### src/ctb_pkg.sv
// Package of constants and types plus the pin synchroniser for the timebase.
`timescale 1ns/100ps
package ctb_pkg;
    // ***********************************************************************
    // Register map and fields
    // ***********************************************************************
    localparam logic [2:0] CTB_IDX_CNT_LO = 3'h0;
    localparam logic [2:0] CTB_IDX_CNT_HI = 3'h1;
    localparam logic [2:0] CTB_IDX_MODE = 3'h2;
    localparam logic [2:0] CTB_IDX_STAT = 3'h3;
    localparam logic [2:0] CTB_IDX_MASK = 3'h4;
    localparam int CTB_MODE_IRQEN = 0;
    localparam int CTB_MODE_SEL_LO = 1;
    localparam int CTB_MODE_IDLE = 4;
    localparam int CTB_MODE_WDOG = 5;
    localparam logic [2:0] CTB_SEL_RESET = 3'h0;
    localparam logic CTB_WDOG_RESET = 1'b1;
    localparam logic CTB_MASK_RESET = 1'b1;
    localparam logic [1:0] CTB_RESP_OKAY = 2'h0;
    localparam logic [1:0] CTB_RESP_SLVERR = 2'h2;
    // ***********************************************************************
    // Tick sources and timing
    // ***********************************************************************
    localparam logic [2:0] CTB_SRC_DIV12 = 3'h0;
    localparam logic [2:0] CTB_SRC_DIV4 = 3'h1;
    localparam logic [2:0] CTB_SRC_T0OVF = 3'h2;
    localparam logic [2:0] CTB_SRC_ECI = 3'h3;
    localparam logic [2:0] CTB_SRC_SYS = 3'h4;
    localparam logic [2:0] CTB_SRC_OSC8 = 3'h5;
    localparam logic [3:0] CTB_DIV12_LAST = 4'hB;
    localparam logic [1:0] CTB_DIV4_LAST = 2'h3;
    localparam logic [2:0] CTB_OSC_LAST = 3'h7;
    localparam logic [15:0] CTB_CNT_MAX = 16'hFFFF;
    typedef enum logic [1:0] {
        CTB_WS_IDLE = 2'b01,
        CTB_WS_RESP = 2'b10
    } ctb_wst_t;
endpackage : ctb_pkg

module ctb_sync (
    // Clock and reset
    input wire logic aclk,
    input wire logic aresetn,
    // Asynchronous pin and its edges
    input wire logic pin_in,
    output logic rise,
    output logic fall
);
    logic s1_r;
    logic s2_r;
    logic s3_r;
    always_ff @(posedge aclk) begin
        if (!aresetn) begin
            s1_r <= 1'b0;
            s2_r <= 1'b0;
            s3_r <= 1'b0;
            rise <= 1'b0;
            fall <= 1'b0;
        end else begin
            s1_r <= pin_in;
            s2_r <= s1_r;
            s3_r <= s2_r;
            rise <= s2_r & ~s3_r;
            fall <= ~s2_r & s3_r;
        end
    end
endmodule : ctb_sync

### src/ctb_timebase.sv
// Counter array timebase: 16-bit counter, tick select, overflow, AXI4-Lite.
//
// Added by the designer: the address map and the AXI4-Lite interface to the registers.
`timescale 1ns/100ps
module ctb_timebase
    import ctb_pkg::*;
(
    // Clock and reset
    input wire logic aclk,
    input wire logic aresetn,
    // AXI4-Lite write channels
    input wire logic [31:0] s_axi_awaddr,
    input wire logic s_axi_awvalid,
    output logic s_axi_awready,
    input wire logic [31:0] s_axi_wdata,
    input wire logic [3:0] s_axi_wstrb,
    input wire logic s_axi_wvalid,
    output logic s_axi_wready,
    output logic [1:0] s_axi_bresp,
    output logic s_axi_bvalid,
    input wire logic s_axi_bready,
    // AXI4-Lite read channels
    input wire logic [31:0] s_axi_araddr,
    input wire logic s_axi_arvalid,
    output logic s_axi_arready,
    output logic [31:0] s_axi_rdata,
    output logic [1:0] s_axi_rresp,
    output logic s_axi_rvalid,
    input wire logic s_axi_rready,
    // Tick sources and processor state
    input wire logic timer0_ovf,
    input wire logic cpu_idle,
    input wire logic external_count_input,
    input wire logic ext_osc_in,
    // Results
    output logic irq,
    output logic [15:0] count_value
);
    // ***********************************************************************
    // State
    // ***********************************************************************
    typedef struct packed {
        ctb_wst_t wst;
        logic aw_got;
        logic w_got;
        logic [2:0] waddr;
        logic wmap;
        logic [7:0] wdata;
        logic wstb;
        logic awready;
        logic wready;
        logic bvalid;
        logic [1:0] bresp;
        logic arready;
        logic rvalid;
        logic [31:0] rdata;
        logic [1:0] rresp;
        logic [3:0] div;
        logic [2:0] osc_div;
        logic eci_pend;
        logic [15:0] count;
        logic [7:0] snap;
        logic irq_en;
        logic [2:0] sel;
        logic idle_susp;
        logic wdog;
        logic flag;
        logic mask;
        logic irq;
    } ctb_state_t;
    ctb_state_t st_r;
    ctb_state_t st_nxt;
    logic eci_fall;
    logic osc_rise;
    logic div4_tick;
    logic div12_tick;
    logic hold;
    logic adv;
    logic wr_do;
    logic ar_fire;
    logic cnt_wr;
    logic [2:0] raddr;
    // The pins are asynchronous, so each passes two flops first.
    ctb_sync u_eci_sync (
        .aclk(aclk),
        .aresetn(aresetn),
        .pin_in(external_count_input),
        .rise(),
        .fall(eci_fall)
    );
    ctb_sync u_osc_sync (
        .aclk(aclk),
        .aresetn(aresetn),
        .pin_in(ext_osc_in),
        .rise(osc_rise),
        .fall()
    );
    // ***********************************************************************
    // Next state
    // ***********************************************************************
    always_comb begin
        st_nxt = st_r;
        raddr = s_axi_araddr[4:2];
        div12_tick = (st_r.div == CTB_DIV12_LAST);
        div4_tick = (st_r.div[1:0] == CTB_DIV4_LAST);
        hold = st_r.idle_susp & cpu_idle;
        wr_do = (st_r.wst == CTB_WS_IDLE) & st_r.aw_got & st_r.w_got;
        ar_fire = s_axi_arvalid & st_r.arready;
        cnt_wr = wr_do & st_r.wstb & ~st_r.wdog &
            ((st_r.waddr == CTB_IDX_CNT_LO) | (st_r.waddr == CTB_IDX_CNT_HI));
        // Prescaler shared by the divide-by-12 and divide-by-4 sources.
        st_nxt.div = div12_tick ? 4'h0 : st_r.div + 4'h1;
        // Edges faster than the divide-by-4 rate merge into one tick.
        if (eci_fall) begin
            st_nxt.eci_pend = 1'b1;
        end else if (div4_tick) begin
            st_nxt.eci_pend = 1'b0;
        end
        if (osc_rise) begin
            st_nxt.osc_div = st_r.osc_div + 3'h1;
        end
        case (st_r.sel)
            CTB_SRC_DIV12: adv = div12_tick;
            CTB_SRC_DIV4: adv = div4_tick;
            CTB_SRC_T0OVF: adv = timer0_ovf;
            CTB_SRC_ECI: adv = div4_tick & st_r.eci_pend;
            CTB_SRC_SYS: adv = 1'b1;
            CTB_SRC_OSC8: adv = osc_rise && st_r.osc_div == CTB_OSC_LAST;
            default: adv = 1'b0;
        endcase
        adv = adv & ~hold;
        // Reads are side-effect free for the counter itself.
        if (adv) begin
            st_nxt.count = st_r.count + 16'h0001;
        end
        if (s_axi_awvalid & st_r.awready) begin
            st_nxt.aw_got = 1'b1;
            st_nxt.waddr = s_axi_awaddr[4:2];
            st_nxt.wmap = (s_axi_awaddr[31:5] == 27'h000_0000) &
                (s_axi_awaddr[4:2] <= CTB_IDX_MASK);
        end
        if (s_axi_wvalid & st_r.wready) begin
            st_nxt.w_got = 1'b1;
            st_nxt.wdata = s_axi_wdata[7:0];
            st_nxt.wstb = s_axi_wstrb[0];
        end
        if (wr_do) begin
            st_nxt.aw_got = 1'b0;
            st_nxt.w_got = 1'b0;
            st_nxt.bvalid = 1'b1;
            st_nxt.bresp = st_r.wmap ? CTB_RESP_OKAY : CTB_RESP_SLVERR;
            st_nxt.wst = CTB_WS_RESP;
            if (cnt_wr && st_r.waddr == CTB_IDX_CNT_LO) begin
                st_nxt.count[7:0] = st_r.wdata;
            end
            if (cnt_wr && st_r.waddr == CTB_IDX_CNT_HI) begin
                st_nxt.count[15:8] = st_r.wdata;
            end
            if (st_r.wmap && st_r.wstb && st_r.waddr == CTB_IDX_MODE) begin
                if (!st_r.wdog) begin
                    st_nxt.irq_en = st_r.wdata[CTB_MODE_IRQEN];
                    st_nxt.sel = st_r.wdata[CTB_MODE_SEL_LO +: 3];
                    st_nxt.idle_susp = st_r.wdata[CTB_MODE_IDLE];
                end
                // Only turning the watchdog off is honoured while it runs.
                st_nxt.wdog = st_r.wdog & st_r.wdata[CTB_MODE_WDOG];
            end
            if (st_r.wmap && st_r.wstb && st_r.waddr == CTB_IDX_STAT &&
                    st_r.wdata[0]) begin
                st_nxt.flag = 1'b0;
            end
            if (st_r.wmap && st_r.wstb && st_r.waddr == CTB_IDX_MASK) begin
                st_nxt.mask = st_r.wdata[0];
            end
        end else if (st_r.wst == CTB_WS_RESP && s_axi_bready) begin
            st_nxt.bvalid = 1'b0;
            st_nxt.wst = CTB_WS_IDLE;
        end
        // A wrap beats a clear in the same cycle.
        if (adv && st_r.count == CTB_CNT_MAX && !cnt_wr) begin
            st_nxt.flag = 1'b1;
        end
        st_nxt.awready = ~st_nxt.aw_got & (st_nxt.wst == CTB_WS_IDLE);
        st_nxt.wready = ~st_nxt.w_got & (st_nxt.wst == CTB_WS_IDLE);
        if (ar_fire) begin
            st_nxt.rvalid = 1'b1;
            st_nxt.rresp = CTB_RESP_OKAY;
            st_nxt.rdata = 32'h0000_0000;
            if (s_axi_araddr[31:5] != 27'h000_0000) begin
                st_nxt.rresp = CTB_RESP_SLVERR;
            end else begin
                case (raddr)
                    CTB_IDX_CNT_LO: begin
                        st_nxt.rdata[7:0] = st_r.count[7:0];
                        st_nxt.snap = st_r.count[15:8];
                    end
                    CTB_IDX_CNT_HI: st_nxt.rdata[7:0] = st_r.snap;
                    CTB_IDX_MODE: begin
                        st_nxt.rdata[CTB_MODE_IRQEN] = st_r.irq_en;
                        st_nxt.rdata[CTB_MODE_SEL_LO +: 3] = st_r.sel;
                        st_nxt.rdata[CTB_MODE_IDLE] = st_r.idle_susp;
                        st_nxt.rdata[CTB_MODE_WDOG] = st_r.wdog;
                    end
                    CTB_IDX_STAT: st_nxt.rdata[0] = st_r.flag;
                    CTB_IDX_MASK: st_nxt.rdata[0] = st_r.mask;
                    default: st_nxt.rresp = CTB_RESP_SLVERR;
                endcase
            end
        end else if (st_r.rvalid && s_axi_rready) begin
            st_nxt.rvalid = 1'b0;
        end
        st_nxt.arready = ~st_nxt.rvalid;
        st_nxt.irq = st_nxt.flag & st_nxt.irq_en & st_nxt.mask;
    end
    // ***********************************************************************
    // Registers
    // ***********************************************************************
    always_ff @(posedge aclk) begin
        if (!aresetn) begin
            st_r <= '0;
            st_r.wst <= CTB_WS_IDLE;
            st_r.awready <= 1'b1;
            st_r.wready <= 1'b1;
            st_r.arready <= 1'b1;
            st_r.sel <= CTB_SEL_RESET;
            st_r.wdog <= CTB_WDOG_RESET;
            st_r.mask <= CTB_MASK_RESET;
        end else begin
            st_r <= st_nxt;
        end
    end
    assign s_axi_awready = st_r.awready;
    assign s_axi_wready = st_r.wready;
    assign s_axi_bvalid = st_r.bvalid;
    assign s_axi_bresp = st_r.bresp;
    assign s_axi_arready = st_r.arready;
    assign s_axi_rvalid = st_r.rvalid;
    assign s_axi_rdata = st_r.rdata;
    assign s_axi_rresp = st_r.rresp;
    assign irq = st_r.irq;
    assign count_value = st_r.count;

    logic [7:0] chk_hi_r;
    always_ff @(posedge aclk) begin
        if (!aresetn) begin
            chk_hi_r <= 8'h00;
        end else if (ar_fire && raddr == CTB_IDX_CNT_LO &&
                s_axi_araddr[31:5] == 27'h000_0000) begin
            chk_hi_r <= st_r.count[15:8];
        end
    end
endmodule : ctb_timebase

### config.mk
export PLATFORM = sky130hd
export DESIGN_NAME = ctb_timebase
export DESIGN_NICKNAME = d
export VERILOG_FILES = /design/src/ctb_pkg.sv /design/src/ctb_timebase.sv
export SDC_FILE = /design/constraint.sdc
export NUM_CORES = 1
export LEC_CHECK = 0
export BUFFER_PORTS_ARGS = -buffer_cell sky130_fd_sc_hd__buf_2
export CAP_MARGIN = 5
export CELL_PAD_IN_SITES_DETAIL_PLACEMENT = 0
export CELL_PAD_IN_SITES_GLOBAL_PLACEMENT = 1
export CORE_AREA = 2 2 108 110
export DETAILED_ROUTE_END_ITERATION = 7
export DIE_AREA = 0 0 110 112
export GPL_ROUTABILITY_DRIVEN = 0
export PLACE_DENSITY_LB_ADDON = 0.1
export SYNTH_ARGS = -nofsm -noshare
export SYNTH_HDL_FRONTEND = slang
export SYNTH_SLANG_ARGS = --single-unit
### constraint.sdc
create_clock -name aclk -period 2.8 [get_ports aclk]
set_input_delay 0 -clock aclk [delete_from_list [all_inputs] [get_ports aclk]]
set_output_delay 0 -clock aclk [all_outputs]
set_load 0.05 [all_outputs]
* After elaboration in Yosys (flattened, before gate mapping)
Cells that the tools add are included.
** Cells by class
- Add/subtract/negate cells :: 3
- Order comparisons :: 1
- Equality and inequality tests :: 20
- Multiplexer cells :: 29
- Bitwise gates (word level) :: 29
- Reductions and logical operators :: 25
** Operator list (count)
- 2-to-1 mux 16 bit :: 2
- 2-to-1 mux 8 bit :: 4
- logical NOT 27 bit :: 1
- nonzero test 27 bit :: 1
- bitwise AND 1 bit :: 19
- equality test 3 x 2 -> 1 bit, second input constant :: 6
- adder 16 x 1 -> 16 bit, second input constant :: 1
- equality test 16 bit, second input constant :: 1
- equality test 3 bit, second input constant :: 5
- one-hot mux 5 bit (3 select lines) :: 1
- logical AND 1 bit :: 12
- 2-to-1 mux 2 bit :: 6
- 2-to-1 mux 1 bit :: 11
- equality test 3 x 1 -> 1 bit, second input constant :: 3
- logical NOT 3 bit :: 3
- inverter 1 bit :: 9
- 2-to-1 mux 6 bit :: 1
- one-hot mux 1 bit (6 select lines) :: 1
- AND reduction 3 bit :: 2
- 2-to-1 mux 5 bit :: 1
- one-hot mux 1 bit (5 select lines) :: 1
- OR reduction 5 bit :: 1
- adder 4 x 1 -> 4 bit, second input constant :: 1
- equality test 2 x 1 -> 1 bit, second input constant :: 2
- 10 further kinds :: 12
** Word-level totals
- Register bits after elaboration :: 83
- Input bits :: 111
- Output and inout bits :: 58

* Longest topological paths before layout
Gate-level depths: netlist of the first run.
- Depth in word-level cells :: 11
- Depth in mapped cells :: 8
- Depth with buffers taken out :: 7

* By module
Synthesis of the first run repeated with hierarchy kept, for this count alone.
** Unflattened totals
- Cells, all modules :: 470
- Area total of the unflattened synthesis :: 4299.1 um^2
** Modules (own cells, without submodules)
- ctb_timebase :: times used 1, cells an instance 450, area an instance 4018.9 um^2, sequential area each 1461.4 um^2
- ctb_sync :: times used 2, cells an instance 10, area an instance 140.1 um^2, sequential area each 100.1 um^2

* Worst setup path after synthesis of the first run
No wires, ideal clock.
- Path type :: reg-to-reg
- Start point :: register st_r[34] (netlist bit)
- End point :: register st_r, in the netlist count_value[8]
- Library setup time :: 0.120 ns
- Data arrival time :: 1.683 ns
- Data required time :: 2.680 ns
- Slack :: 0.997 ns
- Stages on the path, launching flop included :: 8
- Buffers on the path :: 0
- Period minus slack after synthesis :: 1.803 ns
- Cells stage by stage :: dfxtp_1 ha_1 ha_1 nand2_1 a221o_1 a211oi_2 a211oi_1 a211o_1
** Between the ends
- Longest elaborated chain between the ends :: 7
** RTL lines
- start, declared :: line ctb_timebase.sv:71 : ctb_state_t st_r;
- start signal, assigned :: line ctb_timebase.sv:229 : st_r <= st_nxt;
- equality test 3 bit * :: line ctb_timebase.sv:128 : CTB_SRC_OSC8: adv = osc_rise && st_r.osc_div == CTB_OSC_LAST;
- logical AND 1 bit * :: line ctb_timebase.sv:128
- one-hot mux 1 bit (6 select lines) * :: line ctb_timebase.sv:122 : case (st_r.sel)
- bitwise AND 1 bit * :: line ctb_timebase.sv:131 : adv = adv & ~hold;
- 2-to-1 mux 16 bit * :: line ctb_timebase.sv:133 : if (adv) begin
- 2-to-1 mux 8 bit :: line ctb_timebase.sv:156 : if (cnt_wr && st_r.waddr == CTB_IDX_CNT_HI) begin
- 2-to-1 mux 16 bit * :: line ctb_timebase.sv:147 : if (wr_do) begin
Mark *: on every way between the ends. The rest lies on a longest branch, timed or not.
A chain may end at the register's enable or synchronous reset.

* Worst setup path in the final report of the first run
- Start point :: register st_r[40] (netlist bit)
- End point :: register st_r, in the netlist count_value[8]
** Between the ends
- Longest elaborated chain between the ends :: 6
** RTL lines
- equality test 4 bit * :: line ctb_timebase.sv:104 : div12_tick = (st_r.div == CTB_DIV12_LAST);
- one-hot mux 1 bit (6 select lines) * :: line ctb_timebase.sv:122
- bitwise AND 1 bit * :: line ctb_timebase.sv:131
- 2-to-1 mux 16 bit * :: line ctb_timebase.sv:133
- 2-to-1 mux 8 bit :: line ctb_timebase.sv:156
- 2-to-1 mux 16 bit * :: line ctb_timebase.sv:147
Marks and branches as above.

==> results of run 1 <==
## logic make-up after synthesis
group / after synthesis / synth area share (%)
AO/OA/AOI/OAI: 94 / 16.72
XOR/XNOR: 14 / 2.936
adder cells (fa/ha/maj): 4 / 1.198
buffers and inverters: 81 / 12.34
flip-flops: 81 / 38.83
multiplexers: 23 / 5.542
other: 1 / 0.08979
AND/OR/NAND/NOR: 174 / 22.35
## Yosys cell counts (2+ instances only)
cell	instances
and2_1	13
a21boi_1	2
o21ai_0	21
a2111oi_2	8
and4_1	2
a21oi_1	13
nand2b_1	2
o21ai_1	8
nor2_1	10
nand3_1	8
nand4_1	9
nor3_1	4
nand3b_1	2
buf_2	4
xnor2_1	13
nand2_1	62
a22oi_1	8
buf_4	53
and3_1	2
inv_1	9
a211oi_2	5
mux2i_1	22
nor2b_1	32
a211oi_1	2
dfxtp_1	81
clkbuf_1	14
o31ai_1	2
a21boi_0	13
a32oi_1	2
or2_2	3
nor4_1	15
nor3b_1	2
and4b_1	2
or2_1	2
ha_1	4
## critical path: stages, from the launching register on
cell	delay, ns
dfxtp_1	0.32
nor2b_1	0.15
o21ai_1	0.83
a211oi_2	0.28
and4b_1	0.26
a211o_1	0.22
## stage by stage
| stage | power [uW] | std cells | setup WS, ns |
|---|---|---|---|
| after floorplan | 1456 | 497 | 0.9973 |
| after global placement | 1515 | 684 | 0.6664 |
| after detailed placement | 1519 | 684 | 0.6442 |
| after CTS | 2796 | 719 | 0.6185 |
| after global routing | 2876 | 719 | 0.4789 |
| final | 2750 | 719 | 0.6250 |
## flip-flops by register name, summed over array words and instances (netlist names)
| signal | count |
|---|---|
| st_r | 41 |
| count_value | 16 |
| s_axi_rdata | 8 |
| irq | 1 |
| s_axi_arready | 1 |
| s_axi_awready | 1 |
| s_axi_bresp | 1 |
| s_axi_bvalid | 1 |
| s_axi_rresp | 1 |
| s_axi_rvalid | 1 |
| s_axi_wready | 1 |
| u_eci_sync.fall | 1 |
| u_eci_sync.s1_r | 1 |
| u_eci_sync.s2_r | 1 |
| u_eci_sync.s3_r | 1 |
| u_osc_sync.rise | 1 |
| u_osc_sync.s1_r | 1 |
| u_osc_sync.s2_r | 1 |
| u_osc_sync.s3_r | 1 |
## layer usage
metal  vias up  part of all wire (%)  wire (microns)  global-route usage (%)
met1      1600                    47            4694                   21.68
met5         -                     0               0                       0
met4         0                   1.3             130                   5.570
met2       106                    45            4517                   26.79
met3        11                   6.7             666                   4.450
li1       1778                     -               -                       -
## worst max-delay path by stage
stage	from	end	slack, ns	cells after the start
after CTS	st_r[40]	count_value[8]	0.62	5
final	st_r[40]	count_value[8]	0.62	5
after detailed placement	st_r[40]	count_value[8]	0.64	5
after global placement	st_r[40]	count_value[8]	0.67	5
after global routing	st_r[40]	irq	0.48	5
after floorplan	st_r[34]	count_value[8]	1.0	7
## power by group through the flow
stage / logic (uW) / registers [uW] / clock network (uW)
3_5_place_dp: 279 / 1240 / 0
6_report: 298 / 1210 / 1240
5_1_grt: 327 / 1220 / 1330
4_1_cts: 300 / 1210 / 1280
3_3_place_gp: 277 / 1240 / 0
2_1_floorplan: 204 / 1250 / 0
## area by class of cell
cell class | count | area, sq um
Sequential cell | 81 | 1622
Fill cell | 1162 | 6106
Clock inverter | 6 | 82.58
Timing Repair Buffer | 135 | 783.3
Clock buffer | 10 | 229.0
Tap cell | 143 | 178.9
Multi-Input combinational cell | 335 | 2140
Inverter | 9 | 33.78
==> results.py, run 1 <==
metrics = {
    "timing": {
        "slew_headroom_pct": 27.85,
        "tightest_slew_ns": 1.075,
        "timing.final.crit_share_pct": 77.68,
        "hold_viol": 0,
        "rsz0062_at_grt": "false",
        "period_minus_slack_ns": 2.175,
        "fin_setup_tns_ns": 0,
        "whs_ns": 0.04471,
        "slew_violations": 0,
        "max_freq_mhz": 459.8,
        "fin_worst_skew_ns": 0.005706,
        "setup_viol": 0,
    },
    "synthesis": {
        "yosys_warnings": 0,
        "yosysUniqueCellTypes": 53,
        "synth_area_leader_cell": "dfxtp_1",
        "ys_ff_latch": 81,
        "synth-async-reset-ratio_pct": 0,
        "synth-edff-count": 0,
        "synth_area_sq_mm": 0.004177,
        "synthCells": 472,
        "ys_seq_area_share_pct": 38.83,
        "synth_top_area_share_pct": 38.83,
        "synthTopCellsByArea": "dfxtp_1 (39%), buf_4 (9.5%), nand2_1 (5.6%)",
        "ys.flop_type": "dfxtp_1",
        "avgSynthCellArea_sq_um": 8.849,
    },
    "die": {
        "pin_count": 169,
        "die_w_microns": 110,
        "dieArea_sq_mm": 0.01232,
        "fp-row-count": 39,
        "start_util_pct": 37.38,
        "die_h_microns": 112,
        "coreArea_sq_mm": 0.01117,
    },
    "setup_path": {
        "cp.required_ns": 3.02,
        "path_max_fanout": 10,
        "worstSetupPathType": "reg -> reg",
        "worst_r2r_path_depth": 5,
        "end_kind": "register",
        "worst-r2r-setup-slack_ns": 0.62,
        "worstPathArrival_ns": 2.40,
        "r2r_end": "count_value[8]",
        "rr_startpoint": "st_r[40]",
        "worstSetupStartpointType": "register",
    },
    "layout": {
        "layout-drive-gt1-share_pct": 26.39,
        "final_util_pct": 45.36,
        "layout_common_cells": "buf_2 (111), dfxtp_1 (81), nand2_1 (62)",
        "area_growth_pct": 21.36,
        "layout_commonest_cell": "buf_2",
        "fin_area_sq_mm": 0.005069,
        "antennaDiodeCount": 0,
        "fin_nets": 686,
    },
    "pwr": {
        "power.switching_uw": 682.3,
        "intPower_uw": 2067,
        "peakVddDrop_mv": 0.3666,
        "p_seq_share_pct": 44.2,
        "swShare_pct": 24.81,
        "comb_power_share_pct": 10.9,
        "power.leakage_uw": 0.001989,
        "clkPwrFrac_pct": 45.0,
        "power.density_mw_per_mm2": 542.5,
    },
    "clocking": {
        "cts.sinks": 81,
        "cts_htree_levels": 3,
        "clockBufferDepth": 2,
        "root_buffer": "clkbuf_16",
        "cts_resized": 0,
        "cts_tree": "built",
        "clock_latency_ns": 0.33,
        "cts_hold_buffers": 19,
        "cts.clk_slew.worst_paths_ns": 0.06,
        "post_cts_buffers": 0,
        "cts_buffers": 9,
    },
    "placement": {
        "placed_area_sq_mm": 0.004567,
        "post-dp-hpwl_microns": 7492,
        "numPortBuffers": 111,
    },
    "routing": {
        "ant_nets": 0,
        "dr.pass1.iters": 4,
        "drtIter0Drc": 117,
        "routed_wl_microns": 10010,
        "routedWlPerCell_microns": 13.92,
        "vias": 3495,
        "drcViolationCount": 0,
        "viasPerCell": 4.861,
    },
    "grt": {
        "grt_pass1_wl_microns": 16220,
        "grt_use_total_pct": 16.74,
        "antenna_found_initial": 0,
        "grt_max_degree": 46,
        "grt_pass1_vias": 3396,
        "overflow": 0,
    },
    "min_path": {
        "hold_end": "s_axi_rresp[1]",
        "min_path_cells": 5,
        "hp-class": "in -> reg",
        "min-delay-start": "s_axi_araddr[17]",
    },
    "outcome": {
        "status": "completed",
    },
    "job": {
        "maxCapViolations": 0,
    },
}
Power figures use the tool's default switching activity.
==> run 2, diff against run 1 <==
--- a/config.mk
+++ b/config.mk
@@ -9,9 +9,9 @@
 export CAP_MARGIN = 5
 export CELL_PAD_IN_SITES_DETAIL_PLACEMENT = 0
 export CELL_PAD_IN_SITES_GLOBAL_PLACEMENT = 1
-export CORE_AREA = 2 2 108 110
+export CORE_AREA = 2 2 118 120
 export DETAILED_ROUTE_END_ITERATION = 7
-export DIE_AREA = 0 0 110 112
+export DIE_AREA = 0 0 120 122
 export GPL_ROUTABILITY_DRIVEN = 0
 export PLACE_DENSITY_LB_ADDON = 0.1
 export SYNTH_ARGS = -nofsm -noshare
==> constraint.sdc (replaced) <==
create_clock -name aclk -period 2 [get_ports aclk]
set_input_delay 0 -clock aclk [delete_from_list [all_inputs] [get_ports aclk]]
set_output_delay 0 -clock aclk [all_outputs]
set_load 0.05 [all_outputs]
==> results.py, run 2 (synthesis results as in run 1) <==
metrics = {
    "placement": {
        "dp.cells": 737,
        "post-dp-hpwl_microns": 8232,
        "numPortBuffers": 111,
        "dpl_worst_slack_ns": 0.05532,
    },
    "timing": {
        "max_freq_mhz": 531.2,
        "setup_viol": 0,
        "setup_slack_ns": 0.1175,
        "hold_viol": 0,
        "slew_violations": 0,
        "whs_ns": 0.02616,
        "rsz0062_at_grt": "true",
        "fin_worst_skew_ns": 0.004977,
        "period_minus_slack_ns": 1.882,
        "timing.final.crit_share_pct": 94.12,
    },
    "clocking": {
        "cts_buffers": 9,
        "root_buffer": "clkbuf_16",
        "cts_tree": "built",
        "clock_latency_ns": 0.34,
        "clockBufferDepth": 2,
        "cts.clk_slew.worst_paths_ns": 0.06,
        "post_cts_buffers": 0,
        "cts_htree_levels": 3,
        "cts.sinks": 81,
    },
    "setup_path": {
        "cp_num_buf_inv": 1,
        "critPathMaxStageDelay_ns": 0.39,
        "cp.required_ns": 2.23,
        "critPathTopFamily": "compound AO/OA/AOI/OAI gates",
        "worst-r2r-setup-slack_ns": 0.12,
        "worst_r2r_path_depth": 8,
        "end_kind": "register",
        "path_cells": "ha_1 > ha_1 > nand2_1 > a221o_1 > buf_12 > a2111oi_2 > xnor2_1 > o21ai_1",
        "worstSetupPathType": "reg -> reg",
        "worstPathArrival_ns": 2.11,
        "crit_top_cell": "ha_1",
        "path_max_fanout": 12,
        "rr_startpoint": "st_r[34]",
        "r2r_end": "count_value[15]",
        "worstSetupStartpointType": "register",
        "cp_slowest_cell": "a221o_1",
    },
    "grt": {
        "grt_pass1_vias": 3453,
        "overflow": 0,
        "grt_use_total_pct": 15.11,
        "grt_max_degree": 29,
        "antenna_found_initial": 0,
        "grt_pass1_wl_microns": 17270,
    },
    "layout": {
        "area_growth_pct": 25.52,
        "multiInputGateArea_sq_mm": 0.002147,
        "largest_register_ffs": 41,
        "layout_common_cells": "buf_2 (111), dfxtp_1 (81), nand2_1 (62)",
        "n_fill_cell": 1414,
        "layout_commonest_cell": "buf_2",
        "antennaDiodeCount": 0,
        "layout-drive-gt1-share_pct": 28.21,
        "fin_nets": 702,
        "layoutNonFillerInstCount": 772,
        "seq_area_sq_mm": 0.001622,
        "regMostFlops": "st_r",
    },
    "die": {
        "start_util_pct": 30.93,
        "pin_count": 169,
        "fp-row-count": 43,
        "die_w_microns": 120,
        "coreArea_sq_mm": 0.01350,
        "dieArea_sq_mm": 0.01464,
        "die_h_microns": 122,
    },
    "outcome": {
        "status": "completed",
    },
    "pwr": {
        "intPower_uw": 2812,
        "comb_power_share_pct": 11.2,
        "power.density_mw_per_mm2": 721.1,
        "p_seq_share_pct": 45.0,
        "peakVddDrop_mv": 0.2800,
        "power.leakage_uw": 0.002056,
        "power.switching_uw": 968.5,
        "swShare_pct": 25.62,
        "clkPwrFrac_pct": 43.8,
    },
    "min_path": {
        "min-delay-start": "aresetn",
        "min_path_cells": 2,
        "hp-class": "in -> reg",
        "hold_end": "st_r[3]",
    },
    "routing": {
        "routedWlPerCell_microns": 13.78,
        "dr.pass1.iters": 5,
        "drcViolationCount": 0,
        "vias": 3537,
        "routed_wl_microns": 10640,
        "ant_nets": 0,
        "drtIter0Drc": 147,
        "viasPerCell": 4.582,
    },
    "job": {
        "maxCapViolations": 0,
    },
}
-- run 2: cell types whose count changed in the layout (fill, tap and decap cells not counted) --
cell / previous run / this run
a211oi_4: 0 / 1
clkbuf_8: 0 / 1
clkbuf_1: 1 / 2
clkinv_2: 3 / 0
a211oi_2: 5 / 4
clkinvlp_4: 1 / 3
buf_12: 0 / 1
bufinv_16: 2 / 1
buf_4: 5 / 20
-- run 2: power by group through the flow --
| stage | clock network (uW) | registers [uW] | logic [uW] |
|---|---|---|---|
| 2_1_floorplan | 0 | 1750 | 285 |
| 3_3_place_gp | 0 | 1740 | 396 |
| 3_5_place_dp | 0 | 1740 | 398 |
| 4_1_cts | 1720 | 1700 | 427 |
| 5_1_grt | 1780 | 1710 | 461 |
| 6_report | 1660 | 1700 | 424 |
-- run 2: routing by layer --
layer	GRT usage, %	routed length (microns)	vias to the layer above
met5	0	0	-
met4	6.618	192	0
met3	2.856	527	11
met2	23.58	4649	89
met1	20.32	5266	1631
li1	-	-	1806
-- run 2: repair_timing --
action	4_1_cts	5_1_grt
setup endpoints to repair	0	10
hold buffers	19	0
gates resized for setup	0	1
hold endpoints to repair	16	0
-- run 2: final cells by class --
| type | count | area share, % |
|---|---|---|
| timing repair buffer | 151 | 17.47 |
| clock buffer | 12 | 4.702 |
| multi-input combinational | 335 | 40.95 |
| inverter | 9 | 0.6444 |
| tap | 180 | 4.296 |
| clock inverter | 4 | 1.002 |
| sequential | 81 | 30.93 |
-- run 2: through the flow --
stage	cell area [sq um]	utilization, %	total power (uW)	setup TNS, ns
finish	5243	38.82	3780	0
global route	5243	38.82	3949	-0.009335
CTS	5235	38.77	3849	0
detailed placement	4746	35.14	2134	0
global placement	4746	35.14	2132	0
floorplan	4270	-	2039	0
-- run 2: worst max-delay path by stage --
stage	from	end	depth (start not counted)
floorplan	st_r[34]	count_value[8]	7
global placement	st_r[34]	count_value[7]	8
detailed placement	st_r[34]	count_value[15]	8
CTS	st_r[34]	count_value[15]	8
global route	st_r[34]	count_value[15]	8
finish	st_r[34]	count_value[15]	8
